File: src/hw/fmcsr_pkg.sv
// Constants for the fan monitor configuration and status register bank.
// Assumes a 100 MHz system clock; shared by the bank and its testbench.
package fmcsr_pkg;

  // ==========================================================
  // Register offsets
  localparam logic [7:0] ADDR_PWM_ONE_CEIL   = 8'h38;
  localparam logic [7:0] ADDR_PWM_TWO_CEIL   = 8'h39;
  localparam logic [7:0] ADDR_PWM_THREE_CEIL = 8'h3A;
  localparam logic [7:0] ADDR_MAIN_CFG       = 8'h40;
  localparam logic [7:0] ADDR_PRIMARY_ALARM  = 8'h41;
  localparam logic [7:0] ADDR_SECONDARY_ALARM = 8'h42;

  // ==========================================================
  // Reset values
  localparam logic [7:0] CEIL_RESET   = 8'hFF;
  localparam logic [7:0] CFG_RESET    = 8'h01;
  localparam logic [7:0] STATUS_RESET = 8'h00;
  localparam logic [7:0] READ_NONE    = 8'h00;
  localparam logic [7:0] DUTY_OFF     = 8'h00;

  // ==========================================================
  // Main configuration fields
  localparam int CFG_RUN_BIT     = 0;
  localparam int CFG_LOCK_BIT    = 1;
  localparam int CFG_READY_BIT   = 2;
  localparam int CFG_FULL_BIT    = 3;
  localparam int CFG_POWER_BIT   = 4;
  localparam int CFG_BYPASS_BIT  = 5;
  localparam int CFG_TIMEOUT_BIT = 6;
  localparam int CFG_VCC5_BIT    = 7;

  // ==========================================================
  // Status fields
  localparam int ALARM_COUNT = 5;
  localparam int FIRST_TEMP_CHANNEL = 2;
  localparam int ST1_BIT [ALARM_COUNT] = '{1, 2, 4, 5, 6};
  localparam int ST1_ANY_BIT  = 7;
  localparam int ST2_OVT_BIT  = 1;
  localparam int ST2_FAN_BIT  = 2;
  localparam int ST2_F4P_BIT  = 5;
  localparam int ST2_DIODE_BIT = 6;

  // ==========================================================
  // Shared pin modes and timing
  localparam logic [1:0] PIN_MODE_FAN4  = 2'h0;
  localparam logic [1:0] PIN_MODE_GPIO  = 2'h1;
  localparam logic [1:0] PIN_MODE_TIMER = 2'h2;
  localparam int PWM_COUNT       = 3;
  localparam int FAN_COUNT       = 4;
  localparam int CLOCK_PERIOD_NS = 10;
  localparam int READY_TIME_NS   = 1000;
  localparam int READY_CYCLES    =
    (READY_TIME_NS + CLOCK_PERIOD_NS - 1) / CLOCK_PERIOD_NS;

endpackage

File: src/hw/fmcsr_flag.sv
// One sticky alarm flag with clear-on-read once its condition has gone.
// Assumes value and limits come from same-clock measurement logic.
`timescale 1ns/10ps
`default_nettype none
module fmcsr_flag #(
  parameter bit USE_LIMITS = 1'b1,
  parameter bit SIGNED_CMP = 1'b0
) (
  // Clock and reset
  input  wire logic       clock,
  input  wire logic       reset,
  // Limit comparison
  input  wire logic [7:0] value,
  input  wire logic [7:0] high_limit,
  input  wire logic [7:0] low_limit,
  // Direct condition when limits are not used
  input  wire logic       set_event,
  input  wire logic       still_active,
  // Register read strobe and flag
  input  wire logic       read_clear,
  output logic            flag
);

  // ==========================================================
  // Limit comparison
  wire over_high = SIGNED_CMP ? ($signed(value) > $signed(high_limit))
                              : (value > high_limit);
  wire at_or_low = SIGNED_CMP ? ($signed(value) <= $signed(low_limit))
                              : (value <= low_limit);
  wire limit_hit = over_high | at_or_low;
  wire set_now   = USE_LIMITS ? limit_hit : set_event;
  wire active    = USE_LIMITS ? limit_hit : still_active;
  // Set beats a clearing read in the same cycle
  wire next_flag = set_now | (flag & ~(read_clear & ~active));

  always_ff @(posedge clock) begin
    if (reset) begin
      flag <= 1'b0;
    end else begin
      flag <= next_flag;
    end
  end

  // ==========================================================
  // Checks
  property p_flag_holds;
    @(posedge clock) disable iff (reset)
      (flag && active) |=> flag;
  endproperty
  a_flag_holds: assert property (p_flag_holds)
    else $error("alarm flag dropped while condition active");

  property p_flag_clears;
    @(posedge clock) disable iff (reset)
      (flag && read_clear && !active && !set_now) |=> !flag;
  endproperty
  a_flag_clears: assert property (p_flag_clears)
    else $error("alarm flag kept after read with condition gone");

endmodule
`default_nettype wire

File: src/hw/fmcsr_regs.sv
// Fan monitor configuration and status register bank: duty ceilings,
// main configuration, lock, ready, and two alarm status registers.
// Assumes a decoded serial register port and same-clock measurement
// logic supplying values, limits, stall and fault levels.
//
// Behaviour
// - Three 8-bit duty ceilings reset to full scale; duty never exceeds them while run is set.
// - Once locked, lockable registers including ceilings ignore all writes.
// - Run bit set uses programmed ceilings; clear uses power-up defaults.
// - Clearing run leaves stored ceiling values untouched.
// - After lock is written, run bit can no longer change.
// - Lock bit is write-once and holds until power cycling.
// - Ready bit is read-only, set by the device after power-up.
// - Full-speed bit forces all duties to the active ceiling, resets 0, never locks.
// - Power display flag is lockable software read/write storage.
// - Spin-up bypass bit is only stored and driven out as spinup_bypass, resets 0, never locks.
// - Lockable bit 6 enables the serial bus timeout feature.
// - Lockable bit 7 selects 5 V supply scaling, else 3.3 V.
// - First status flags rail and temperature limit violations.
// - First status flags clear on read only if condition has gone.
// - First status bit 7 is OR of all second status bits.
// - Overheat flag sets on overtemp, clears on read below hysteresis.
// - Fan 1-3 flags set on stall, never while that PWM is off.
// - Fan 4 flag set on stall, never while third PWM is off.
// - In GPIO mode status bit 5 is writable and drives the pin.
// - In timer mode bit 5 sets when overtemp time exceeds limit.
// - Bits 6 and 7 flag faults on remote diodes one and two.
// - High limit trips on greater than; low limit on less or equal.
`timescale 1ns/10ps
`default_nettype none
module fmcsr_regs
  import fmcsr_pkg::*;
#(
  parameter int READY_DELAY = READY_CYCLES
) (
  // Clock and reset
  input  wire logic                         clock,
  input  wire logic                         reset,
  // Register port from the serial interface
  input  wire logic [7:0]                   reg_addr,
  input  wire logic                         reg_write,
  input  wire logic [7:0]                   reg_wdata,
  input  wire logic                         reg_read,
  output logic      [7:0]                   reg_rdata,
  // Measured values and limits: cpu rail, vcc, remote1, local, remote2
  input  wire logic [ALARM_COUNT-1:0][7:0]  monitor_value,
  input  wire logic [ALARM_COUNT-1:0][7:0]  monitor_high,
  input  wire logic [ALARM_COUNT-1:0][7:0]  monitor_low,
  // Overtemperature and fan conditions
  input  wire logic                         overtemp_signal,
  input  wire logic                         overtemp_hysteresis,
  input  wire logic [FAN_COUNT-1:0]         fan_stall,
  input  wire logic [1:0]                   diode_fault,
  // Shared pin mode and overtemp timer
  input  wire logic [1:0]                   shared_pin_mode,
  input  wire logic [7:0]                   overtemp_time,
  input  wire logic [7:0]                   overtemp_time_limit,
  // Duty requests from the fan control loop
  input  wire logic [PWM_COUNT-1:0][7:0]    pwm_duty_request,
  // Duty outputs and configuration levels
  output logic      [PWM_COUNT-1:0][7:0]    pwm_duty,
  output logic                              monitor_run,
  output logic                              config_locked,
  output logic                              device_ready,
  output logic                              full_fan_override,
  output logic                              power_display_flag,
  output logic                              spinup_bypass,
  output logic                              bus_timeout_enable,
  output logic                              vcc_five_volt_scale,
  output logic                              gpio_level
);

  // ==========================================================
  // Parameter checks
  if (READY_DELAY < 1) begin : g_bad_ready
    $error("READY_DELAY must be at least one cycle");
  end

  localparam int READY_W = $clog2(READY_DELAY + 1);
  localparam logic [READY_W-1:0] READY_LAST =
    READY_W'(READY_DELAY - 1);

  // ==========================================================
  // Storage
  logic [PWM_COUNT-1:0][7:0] duty_ceiling;
  logic [READY_W-1:0]        ready_count;
  logic [ALARM_COUNT-1:0]    rail_flag;
  logic                      overheat_flag;
  logic [2:0]                fan_flag;
  logic                      fan_four_flag;
  logic [1:0]                diode_flag;

  // ==========================================================
  // Access decode
  wire wr_ceil_one   = reg_write && (reg_addr == ADDR_PWM_ONE_CEIL);
  wire wr_ceil_two   = reg_write && (reg_addr == ADDR_PWM_TWO_CEIL);
  wire wr_ceil_three = reg_write && (reg_addr == ADDR_PWM_THREE_CEIL);
  wire wr_cfg        = reg_write && (reg_addr == ADDR_MAIN_CFG);
  wire wr_secondary  = reg_write && (reg_addr == ADDR_SECONDARY_ALARM);
  wire rd_primary    = reg_read && (reg_addr == ADDR_PRIMARY_ALARM);
  wire rd_secondary  = reg_read && (reg_addr == ADDR_SECONDARY_ALARM);
  wire [PWM_COUNT-1:0] wr_ceil = {wr_ceil_three, wr_ceil_two,
                                  wr_ceil_one};
  // Lockable fields are writable only while the lock is open
  wire open_write    = !config_locked;
  wire gpio_mode     = (shared_pin_mode == PIN_MODE_GPIO);
  wire timer_mode    = (shared_pin_mode == PIN_MODE_TIMER);

  // ==========================================================
  // Duty ceilings
  always_ff @(posedge clock) begin
    if (reset) begin
      duty_ceiling <= {PWM_COUNT{CEIL_RESET}};
    end else begin
      for (int i = 0; i < PWM_COUNT; i++) begin
        if (wr_ceil[i] && open_write) begin
          duty_ceiling[i] <= reg_wdata;
        end
      end
    end
  end

  // Stored ceilings stay intact; the run bit only picks which applies
  wire [PWM_COUNT-1:0][7:0] active_ceiling =
    monitor_run ? duty_ceiling : {PWM_COUNT{CEIL_RESET}};

  // Full speed is taken as the ceiling, so the clamp is never broken
  logic [PWM_COUNT-1:0][7:0] next_duty;
  always_comb begin
    for (int i = 0; i < PWM_COUNT; i++) begin
      if (full_fan_override) begin
        next_duty[i] = active_ceiling[i];
      end else if (pwm_duty_request[i] > active_ceiling[i]) begin
        next_duty[i] = active_ceiling[i];
      end else begin
        next_duty[i] = pwm_duty_request[i];
      end
    end
  end

  always_ff @(posedge clock) begin
    if (reset) begin
      pwm_duty <= {PWM_COUNT{DUTY_OFF}};
    end else begin
      pwm_duty <= next_duty;
    end
  end

  // ==========================================================
  // Main configuration
  always_ff @(posedge clock) begin
    if (reset) begin
      monitor_run         <= CFG_RESET[CFG_RUN_BIT];
      config_locked       <= CFG_RESET[CFG_LOCK_BIT];
      full_fan_override   <= CFG_RESET[CFG_FULL_BIT];
      power_display_flag  <= CFG_RESET[CFG_POWER_BIT];
      spinup_bypass       <= CFG_RESET[CFG_BYPASS_BIT];
      bus_timeout_enable  <= CFG_RESET[CFG_TIMEOUT_BIT];
      vcc_five_volt_scale <= CFG_RESET[CFG_VCC5_BIT];
    end else if (wr_cfg) begin
      full_fan_override <= reg_wdata[CFG_FULL_BIT];
      spinup_bypass     <= reg_wdata[CFG_BYPASS_BIT];
      if (open_write) begin
        monitor_run         <= reg_wdata[CFG_RUN_BIT];
        config_locked       <= reg_wdata[CFG_LOCK_BIT];
        power_display_flag  <= reg_wdata[CFG_POWER_BIT];
        bus_timeout_enable  <= reg_wdata[CFG_TIMEOUT_BIT];
        vcc_five_volt_scale <= reg_wdata[CFG_VCC5_BIT];
      end
    end
  end

  // Ready rises a fixed time after reset; software cannot touch it
  always_ff @(posedge clock) begin
    if (reset) begin
      ready_count  <= '0;
      device_ready <= 1'b0;
    end else if (!device_ready) begin
      if (ready_count == READY_LAST) begin
        device_ready <= 1'b1;
      end else begin
        ready_count <= ready_count + 1'b1;
      end
    end
  end

  // ==========================================================
  // Primary alarm flags
  for (genvar c = 0; c < ALARM_COUNT; c++) begin : g_rail
    fmcsr_flag #(
      .USE_LIMITS (1'b1),
      .SIGNED_CMP (c >= FIRST_TEMP_CHANNEL)
    ) u_flag (
      .clock        (clock),
      .reset        (reset),
      .value        (monitor_value[c]),
      .high_limit   (monitor_high[c]),
      .low_limit    (monitor_low[c]),
      .set_event    (1'b0),
      .still_active (1'b0),
      .read_clear   (rd_primary),
      .flag         (rail_flag[c])
    );
  end

  // ==========================================================
  // Secondary alarm flags
  wire [2:0] fan_pwm_on;
  for (genvar f = 0; f < 3; f++) begin : g_fan_on
    assign fan_pwm_on[f] = (pwm_duty[f] != DUTY_OFF);
  end

  // Fan and diode flags plus overheat share one cell type
  wire [5:0] sec_set = {diode_fault,
                        fan_stall[2:0] & fan_pwm_on,
                        overtemp_signal};
  wire [5:0] sec_hold = {diode_fault,
                         fan_stall[2:0] & fan_pwm_on,
                         !overtemp_hysteresis};
  wire [5:0] sec_flag;
  for (genvar s = 0; s < 6; s++) begin : g_sec
    fmcsr_flag #(
      .USE_LIMITS (1'b0),
      .SIGNED_CMP (1'b0)
    ) u_flag (
      .clock        (clock),
      .reset        (reset),
      .value        (8'h00),
      .high_limit   (8'h00),
      .low_limit    (8'h00),
      .set_event    (sec_set[s]),
      .still_active (sec_hold[s]),
      .read_clear   (rd_secondary),
      .flag         (sec_flag[s])
    );
  end
  assign overheat_flag = sec_flag[0];
  assign fan_flag      = sec_flag[3:1];
  assign diode_flag    = sec_flag[5:4];

  // Bit 5 follows the shared pin mode
  wire timer_over = timer_mode && (overtemp_time > overtemp_time_limit);
  wire fan_four_cond = (shared_pin_mode == PIN_MODE_FAN4) &&
                       fan_stall[3] && fan_pwm_on[2];
  wire f4_cond = fan_four_cond | timer_over;
  fmcsr_flag #(
    .USE_LIMITS (1'b0),
    .SIGNED_CMP (1'b0)
  ) u_fan_four (
    .clock        (clock),
    .reset        (reset),
    .value        (8'h00),
    .high_limit   (8'h00),
    .low_limit    (8'h00),
    .set_event    (f4_cond),
    .still_active (f4_cond),
    .read_clear   (rd_secondary),
    .flag         (fan_four_flag)
  );

  // GPIO level is its own store so a mode change never corrupts alarms
  always_ff @(posedge clock) begin
    if (reset) begin
      gpio_level <= STATUS_RESET[ST2_F4P_BIT];
    end else if (wr_secondary && gpio_mode) begin
      gpio_level <= reg_wdata[ST2_F4P_BIT];
    end
  end

  // ==========================================================
  // Status assembly and read data
  wire bit_five = gpio_mode ? gpio_level : fan_four_flag;
  wire [7:0] secondary_alarm_status = {diode_flag, bit_five, fan_flag,
                                       overheat_flag, 1'b0};
  logic [7:0] primary_alarm_status;
  always_comb begin
    primary_alarm_status = STATUS_RESET;
    for (int c = 0; c < ALARM_COUNT; c++) begin
      primary_alarm_status[ST1_BIT[c]] = rail_flag[c];
    end
    primary_alarm_status[ST1_ANY_BIT] = |secondary_alarm_status;
  end

  wire [7:0] main_configuration = {vcc_five_volt_scale,
                                   bus_timeout_enable, spinup_bypass,
                                   power_display_flag, full_fan_override,
                                   device_ready, config_locked,
                                   monitor_run};
  wire [7:0] read_value =
    (reg_addr == ADDR_PWM_ONE_CEIL)    ? duty_ceiling[0] :
    (reg_addr == ADDR_PWM_TWO_CEIL)    ? duty_ceiling[1] :
    (reg_addr == ADDR_PWM_THREE_CEIL)  ? duty_ceiling[2] :
    (reg_addr == ADDR_MAIN_CFG)        ? main_configuration :
    (reg_addr == ADDR_PRIMARY_ALARM)   ? primary_alarm_status :
    (reg_addr == ADDR_SECONDARY_ALARM) ? secondary_alarm_status :
                                         READ_NONE;

  // Read data is the value before the clear-on-read takes effect
  always_ff @(posedge clock) begin
    if (reset) begin
      reg_rdata <= READ_NONE;
    end else if (reg_read) begin
      reg_rdata <= read_value;
    end
  end

  // ==========================================================
  // Checks
  property p_duty_clamp;
    @(posedge clock) disable iff (reset)
      (pwm_duty[0] <= $past(active_ceiling[0])) &&
      (pwm_duty[1] <= $past(active_ceiling[1])) &&
      (pwm_duty[2] <= $past(active_ceiling[2]));
  endproperty
  a_duty_clamp: assert property (p_duty_clamp)
    else $error("duty above ceiling");

  property p_locked_ceiling;
    @(posedge clock) disable iff (reset)
      (config_locked && wr_ceil_one) |=> $stable(duty_ceiling[0]);
  endproperty
  a_locked_ceiling: assert property (p_locked_ceiling)
    else $error("locked ceiling changed on write");

  // Stopped means full-scale ceilings, so the request passes untouched
  property p_run_defaults;
    @(posedge clock) disable iff (reset)
      (!monitor_run && !full_fan_override) |=>
        (pwm_duty == $past(pwm_duty_request));
  endproperty
  a_run_defaults: assert property (p_run_defaults)
    else $error("default ceiling not used while stopped");

  property p_run_keeps_ceiling;
    @(posedge clock) disable iff (reset)
      (wr_cfg && !reg_wdata[CFG_RUN_BIT] && !(|wr_ceil))
        |=> $stable(duty_ceiling);
  endproperty
  a_run_keeps_ceiling: assert property (p_run_keeps_ceiling)
    else $error("stopping the monitor altered a ceiling");

  property p_run_locked;
    @(posedge clock) disable iff (reset)
      (config_locked && wr_cfg) |=> $stable(monitor_run);
  endproperty
  a_run_locked: assert property (p_run_locked)
    else $error("run bit changed after lock");

  property p_lock_sticky;
    @(posedge clock) disable iff (reset)
      config_locked |=> config_locked [*8];
  endproperty
  a_lock_sticky: assert property (p_lock_sticky)
    else $error("lock released without reset");

  property p_ready_time;
    @(posedge clock) disable iff (reset)
      (!device_ready && ready_count == READY_LAST) |=> device_ready;
  endproperty
  a_ready_time: assert property (p_ready_time)
    else $error("ready not raised at end of power-up delay");

  property p_full_speed;
    @(posedge clock) disable iff (reset)
      full_fan_override |=> (pwm_duty == $past(active_ceiling));
  endproperty
  a_full_speed: assert property (p_full_speed)
    else $error("full speed did not drive ceiling");

  property p_any_second;
    @(posedge clock) disable iff (reset)
      rd_primary |=>
        (reg_rdata[ST1_ANY_BIT] == $past(|secondary_alarm_status));
  endproperty
  a_any_second: assert property (p_any_second)
    else $error("summary bit disagrees with second status");

  property p_fan_off_quiet;
    @(posedge clock) disable iff (reset)
      $rose(fan_flag[2]) |-> $past(pwm_duty[2] != DUTY_OFF);
  endproperty
  a_fan_off_quiet: assert property (p_fan_off_quiet)
    else $error("fan flag set while its output was off");

  property p_gpio_write;
    @(posedge clock) disable iff (reset)
      (wr_secondary && gpio_mode)
        |=> (gpio_level == $past(reg_wdata[ST2_F4P_BIT]));
  endproperty
  a_gpio_write: assert property (p_gpio_write)
    else $error("gpio level not taken from write");

  c_lock_set: cover property (@(posedge clock) disable iff (reset)
    $rose(config_locked));
  c_rail_clear: cover property (@(posedge clock) disable iff (reset)
    $fell(rail_flag[0]));
  c_fan_four: cover property (@(posedge clock) disable iff (reset)
    $rose(fan_four_flag));
  c_clamped: cover property (@(posedge clock) disable iff (reset)
    pwm_duty_request[0] > active_ceiling[0]);

endmodule
`default_nettype wire

File: config.mk
export PLATFORM = sky130hd
export DESIGN_NAME = fmcsr_regs
export DESIGN_NICKNAME = d
export VERILOG_FILES = /design/src/hw/fmcsr_pkg.sv /design/src/hw/fmcsr_flag.sv /design/src/hw/fmcsr_regs.sv
export SDC_FILE = /design/constraint.sdc
export NUM_CORES = 1
export LEC_CHECK = 0
export ABC_AREA = 1
export BUFFER_PORTS_ARGS = -buffer_cell sky130_fd_sc_hd__buf_2
export CAP_MARGIN = 20
export CORE_MARGIN = 8
export CORE_UTILIZATION = 50
export CTS_CLUSTER_DIAMETER = 50
export DETAILED_ROUTE_END_ITERATION = 10
export PLACE_DENSITY = 0.79
export SLEW_MARGIN = 25
export SYNTH_ARGS = -nofsm -noshare
export SYNTH_HDL_FRONTEND = slang
export SYNTH_HIERARCHICAL = 1
export SYNTH_SLANG_ARGS = --single-unit
File: constraint.sdc
create_clock -name clock -period 2.2 [get_ports clock]
set_input_delay 0 -clock clock [delete_from_list [all_inputs] [get_ports clock]]
set_output_delay 0 -clock clock [all_outputs]
set_load 0.03 [all_outputs]
* After elaboration in Yosys (flattened, before gate mapping)
Index checks and enable logic that the tools add are counted.
** Cells by class
- Multipliers :: 0
- Bitwise operators :: 69
- Shifts and indexed selects :: 0
- $add $sub $neg :: 1
- Reductions and logical operators :: 22
- Eq/ne operators :: 9
- Div/mod/pow operators :: 0
- Multiplexer cells :: 17
- Order comparisons :: 14
** Operators by type and width (number)
- $mux 8 :: 12
- $gt 8x8->1 :: 9
- $le 8x8->1 :: 5
- $not 1->1 :: 26
- $and 1x1->1 :: 24
- $eq 8x6->1 const B :: 3
- $eq 8x7->1 const B :: 3
- $mux 24 :: 1
- $reduce_bool 8->1 :: 3
- $or 1x1->1 :: 18
- $logic_and 1x1->1 :: 14
- $add 7x1->7 const B :: 1
- $eq 7x7->1 const B :: 1
- $reduce_or 7->1 :: 1
- $mux 1 :: 4
- $reduce_and 2->1 :: 2
- $and 3x3->3 :: 1
- $eq 2x1->1 const B :: 1
- $eq 2x2->1 const B :: 1
- $logic_not 2->1 :: 1
- $logic_not 1->1 :: 1
** Word-level totals
- Memories :: 0
- Memory bits (read-only) :: 0
- Word-level logic and storage cells :: 161
- Output and inout bits :: 41
- Bits in writable memories :: 0
- Bits in registers :: 84
- Latch bits :: 0

* Longest topological paths before layout
- Word-level depth :: 9
- Gate-level depth with buffers :: 16
- Mapped depth without buffers :: 14

* Hierarchy
Netlist, hierarchy kept.
** Modules (own cells, without submodules)
- fmcsr_regs :: instances 1, cells an instance 598, seq. area each 1441.4 um2, area each 4314.1 um2
- fmcsr_flag at g_rail[2].u_flag ... :: instances 2, cells an instance 81, seq. area each 20.0 um2, area each 484.2 um2
- fmcsr_flag at g_rail[0].u_flag ... :: instances 2, cells an instance 76, seq. area each 20.0 um2, area each 474.2 um2
- fmcsr_flag at g_rail[3].u_flag :: instances 1, cells an instance 81, seq. area each 20.0 um2, area each 485.5 um2
- fmcsr_flag at g_sec[0].u_flag ... :: instances 7, cells an instance 6, seq. area each 20.0 um2, area each 43.8 um2

* Worst setup path after synthesis
Ideal clock, no wire load.
- Kind :: reg-to-reg
- Start :: reg monitor_run
- End :: reg pwm_duty[15] in the netlist's numbering
- Arrival :: 2.045 ns
- Data required time :: 2.082 ns
- Buffers on the path :: 2
- Stages on the path, launching flop included :: 14
- Setup slack :: 0.038 ns
- Cells stage by stage :: dfxtp_1 -> inv_1 -> buf_1 -> nor2_1 -> ha_1 -> a21oi_1 -> o21ai_0 -> nand2_1 -> nand2_1 -> nand2_1 -> nand2_1 -> buf_4 -> o21bai_1 -> nor2_1
** Between the ends
- Word-level cells in the longest chain between the ends :: 4
** Ends and longest elaborated chain
- from (decl) :: RTL line fmcsr_regs.sv:62 : output logic monitor_run,
- from (signal assigned) :: RTL line fmcsr_regs.sv:153 : monitor_run <= CFG_RESET[CFG_RUN_BIT];
- from (signal assigned) :: RTL line fmcsr_regs.sv:164 : monitor_run <= reg_wdata[CFG_RUN_BIT];
- $mux 24 * :: RTL line fmcsr_regs.sv:125 : monitor_run ? duty_ceiling : {PWM_COUNT{CEIL_RESET}};
- $gt 8x8->1 :: RTL line fmcsr_regs.sv:133 : end else if (pwm_duty_request[i] > active_ceiling[i]) begin
- $mux 8 :: RTL line fmcsr_regs.sv:133
- $mux 8 * :: RTL line fmcsr_regs.sv:131 : if (full_fan_override) begin
- to (signal assigned) :: RTL line fmcsr_regs.sv:143 : pwm_duty <= {PWM_COUNT{DUTY_OFF}};
- to (signal assigned) :: RTL line fmcsr_regs.sv:145 : pwm_duty <= next_duty;
- to (decl) :: RTL line fmcsr_regs.sv:61 : output logic [PWM_COUNT-1:0][7:0] pwm_duty,
Mark *: on every way between the ends. The rest lies on a longest branch, timed or not.
A chain may end at the register's enable or synchronous reset.

* Final worst setup path
- Start :: reg monitor_run
- End :: reg pwm_duty[23] in the netlist's numbering
The elaborated chain is that of the path after synthesis.

==> metrics.csv <==
metric,value,unit
IO Count,231,
starting density of the core,51.0,%
# setup viols final,0,
clock network latency to the later pin of the worst-skew pair,340,ps
Final Hold Vio Count,0,
Synth-to-Final Area Change,28.4,%
Max Fanout on Critical Path,24,
WL final,20300,um
count of warnings emitted by yosys,6,
final critical path time including I/O delays and setup,2060,ps
max_slew headroom,56.1,%
crit-path cells,inv_1 -> buf_12 -> nor2_1 -> ha_1 -> a21oi_1 -> o21a_1 -> nand2_1 -> nand2_1 -> nand2_4 -> nand2_1 -> nand2_1 -> nor2_1,
cell family contributing the most delay on the critical path,simple AND/OR/NAND/NOR gates,
GRT Residual Overflow,0,
Achievable Freq,486,MHz
Pwr per Cell Area,463,nW/um2
worst clock skew,5.74,ps
H-tree level count,3,
routed via count,7367,
ratio of cells with drive above 1 in the final layout,25.2,%
largest net degree at the start of global routing,52,
DRC violation count after routing,0,
worst supply voltage drop on vdd,0.421,mV
most frequent cells in the layout,"sky130_fd_sc_hd__nand2_1 (232), sky130_fd_sc_hd__buf_2 (230), sky130_fd_sc_hd__inv_1 (188), sky130_fd_sc_hd__nor2_1 (131), sky130_fd_sc_hd__ha_1 (113)",
nature of the critical path startpoint,flop,
y dimension of the die,134,um
TritonCTS Buffers,9,
starting DRC count in detailed routing,397,
"most common cell after layout, fill and taps aside",sky130_fd_sc_hd__nand2_1,
Max Root-Sink Buffers,2,
Syn Nets,1337,
average wire length per cell after detail routing,13.7,um
total global-route track usage,21.8,%
total number of nets in the final design,1597,
clock sink total,84,
Avg Vias per Cell,4.97,
# Max-Cap Violations,0,
worst hold slack,8.21,ps
post-route non-filler standard cell count,1483,
DP Cell Count,1431,
number of global-route vias before repair,7186,
setup tns final,0,ps
largest stage delay on the critical path,360,ps
Std-Cell Core Area,13800,um2
transition at the pin with the smallest max-transition slack,658,ps
cell at the slowest stage of the critical path,sky130_fd_sc_hd__dfxtp_1,
most common cell type on the critical path,sky130_fd_sc_hd__nand2_1,
post-route clock period utilization,93.5,%
required time worst endpoint,2480,ps
area of the die,18100,um2
count of pins over their slew limit,0,
Post-DRT Antenna Nets,0,
worst min-delay path class,in -> reg,
CTS tree,built,
"Worst Path Class, Setup",reg -> reg,
P_leak,5.26,nW
CP Buf/Inv Count,2,
Horiz. Die Dim,134,um
standard cell area after detailed placement,8350,um2
standard-cell rows,43,
post-synthesis cell area,7020,um2
CP Capture Type,flop,
"Avg Cell Area, Syn",6.79,um2
overall power consumption,4.18,mW
number of antenna violations at the first check in global routing,4,
final RePlAce weighted congestion,0.883,
Arrival @ worst endpoint,2330,ps
Detailed Routing Iterations Pass 1,5,
clock-pin slew on the worst setup and hold paths,60,ps
Post-CTS Setup Bufs,0,
count of mapped cells out of synthesis,1034,
summed area of non-filler cells in the final layout,9010,um2
HPWL after DPL,16400,um
cell at the root of the clock tree,sky130_fd_sc_hd__clkbuf_16,
global-route wire length before repair,32800,um
count of input and output buffers,230,
outcome,"complete, no violations",
[flip-flops by register name, summed over array words and instances, names as in the netlist]
| register | cells |
|---|---|
| spinup_bypass | 1 |
| monitor_run | 1 |
| duty_ceiling | 24 |
| vcc_five_volt_scale | 1 |
| power_display_flag | 1 |
| device_ready | 1 |
| full_fan_override | 1 |
| u_fan_four/flag | 1 |
| ready_count | 7 |
| reg_rdata | 8 |
| pwm_duty | 24 |
| gpio_level | 1 |
| g_rail.u_flag/flag | 5 |
| g_sec.u_flag/flag | 6 |
| config_locked | 1 |
| bus_timeout_enable | 1 |
[metrics by stage]
stage / setup WS (ps) / utilization (%)
2_1_floorplan: 37.7 / -
3_3_place_gp: 170 / 60.6
3_5_place_dp: 85.0 / 60.6
4_1_cts: 50.2 / 65.2
5_1_grt: -37.6 / 65.4
6_report: 143 / 65.5
[metal layers]
metal  up-vias  GRT usage [%]  share of wire, %
met5         -              0             0.039
met2       233           38.2                47
met4         2           5.80               1.5
met1      3274           25.5                43
li1       3834              -                 -
met3        24           6.02               7.8
[worst min-delay path: cells and delay by family]
kind | cells | cell delay [ps]
compound gates | 1 | 160
buf+inv | 2 | 160
[final timing paths]
kind / start / to / slack (ps) / cells past startpoint
setup / recovery: monitor_run$_SDFFE_PP1P_ / pwm_duty[23]$_SDFF_PP0_ / 140 / 12
hold / removal: reg_wdata[2] / duty_ceiling[18]$_SDFFE_PP1P_ / 8 / 3
setup reg to reg: monitor_run$_SDFFE_PP1P_ / pwm_duty[23]$_SDFF_PP0_ / 140 / 12
hold reg to reg: reg_rdata[1]$_SDFFE_PP0P_ / reg_rdata[1]$_SDFFE_PP0P_ / 470 / 2
[where the power goes]
group | internal (mW) | total, mW | switching (mW)
clock | 0.973 | 1.58 | 0.604
sequential | 1.58 | 1.61 | 0.0364
combinational | 0.436 | 0.988 | 0.552
total | 2.98 | 4.18 | 1.19
[layout make-up]
type,instances,area [um2]
Tap cell,180,225
Multi-Input combinational cell,733,4520
Clock inverter,3,43.8
Inverter,200,751
Timing Repair Buffer,266,1510
Fill cell,1247,4760
Sequential cell,84,1680
Clock buffer,13,270
Antenna cell,4,10.0
[repair_timing]
action	CTS	global route
setup endpoints to repair	0	19
endpoints found under the hold margin	31	0
resized for setup	0	6
hold buffers	32	0
(Power assumes the default switching activity.)
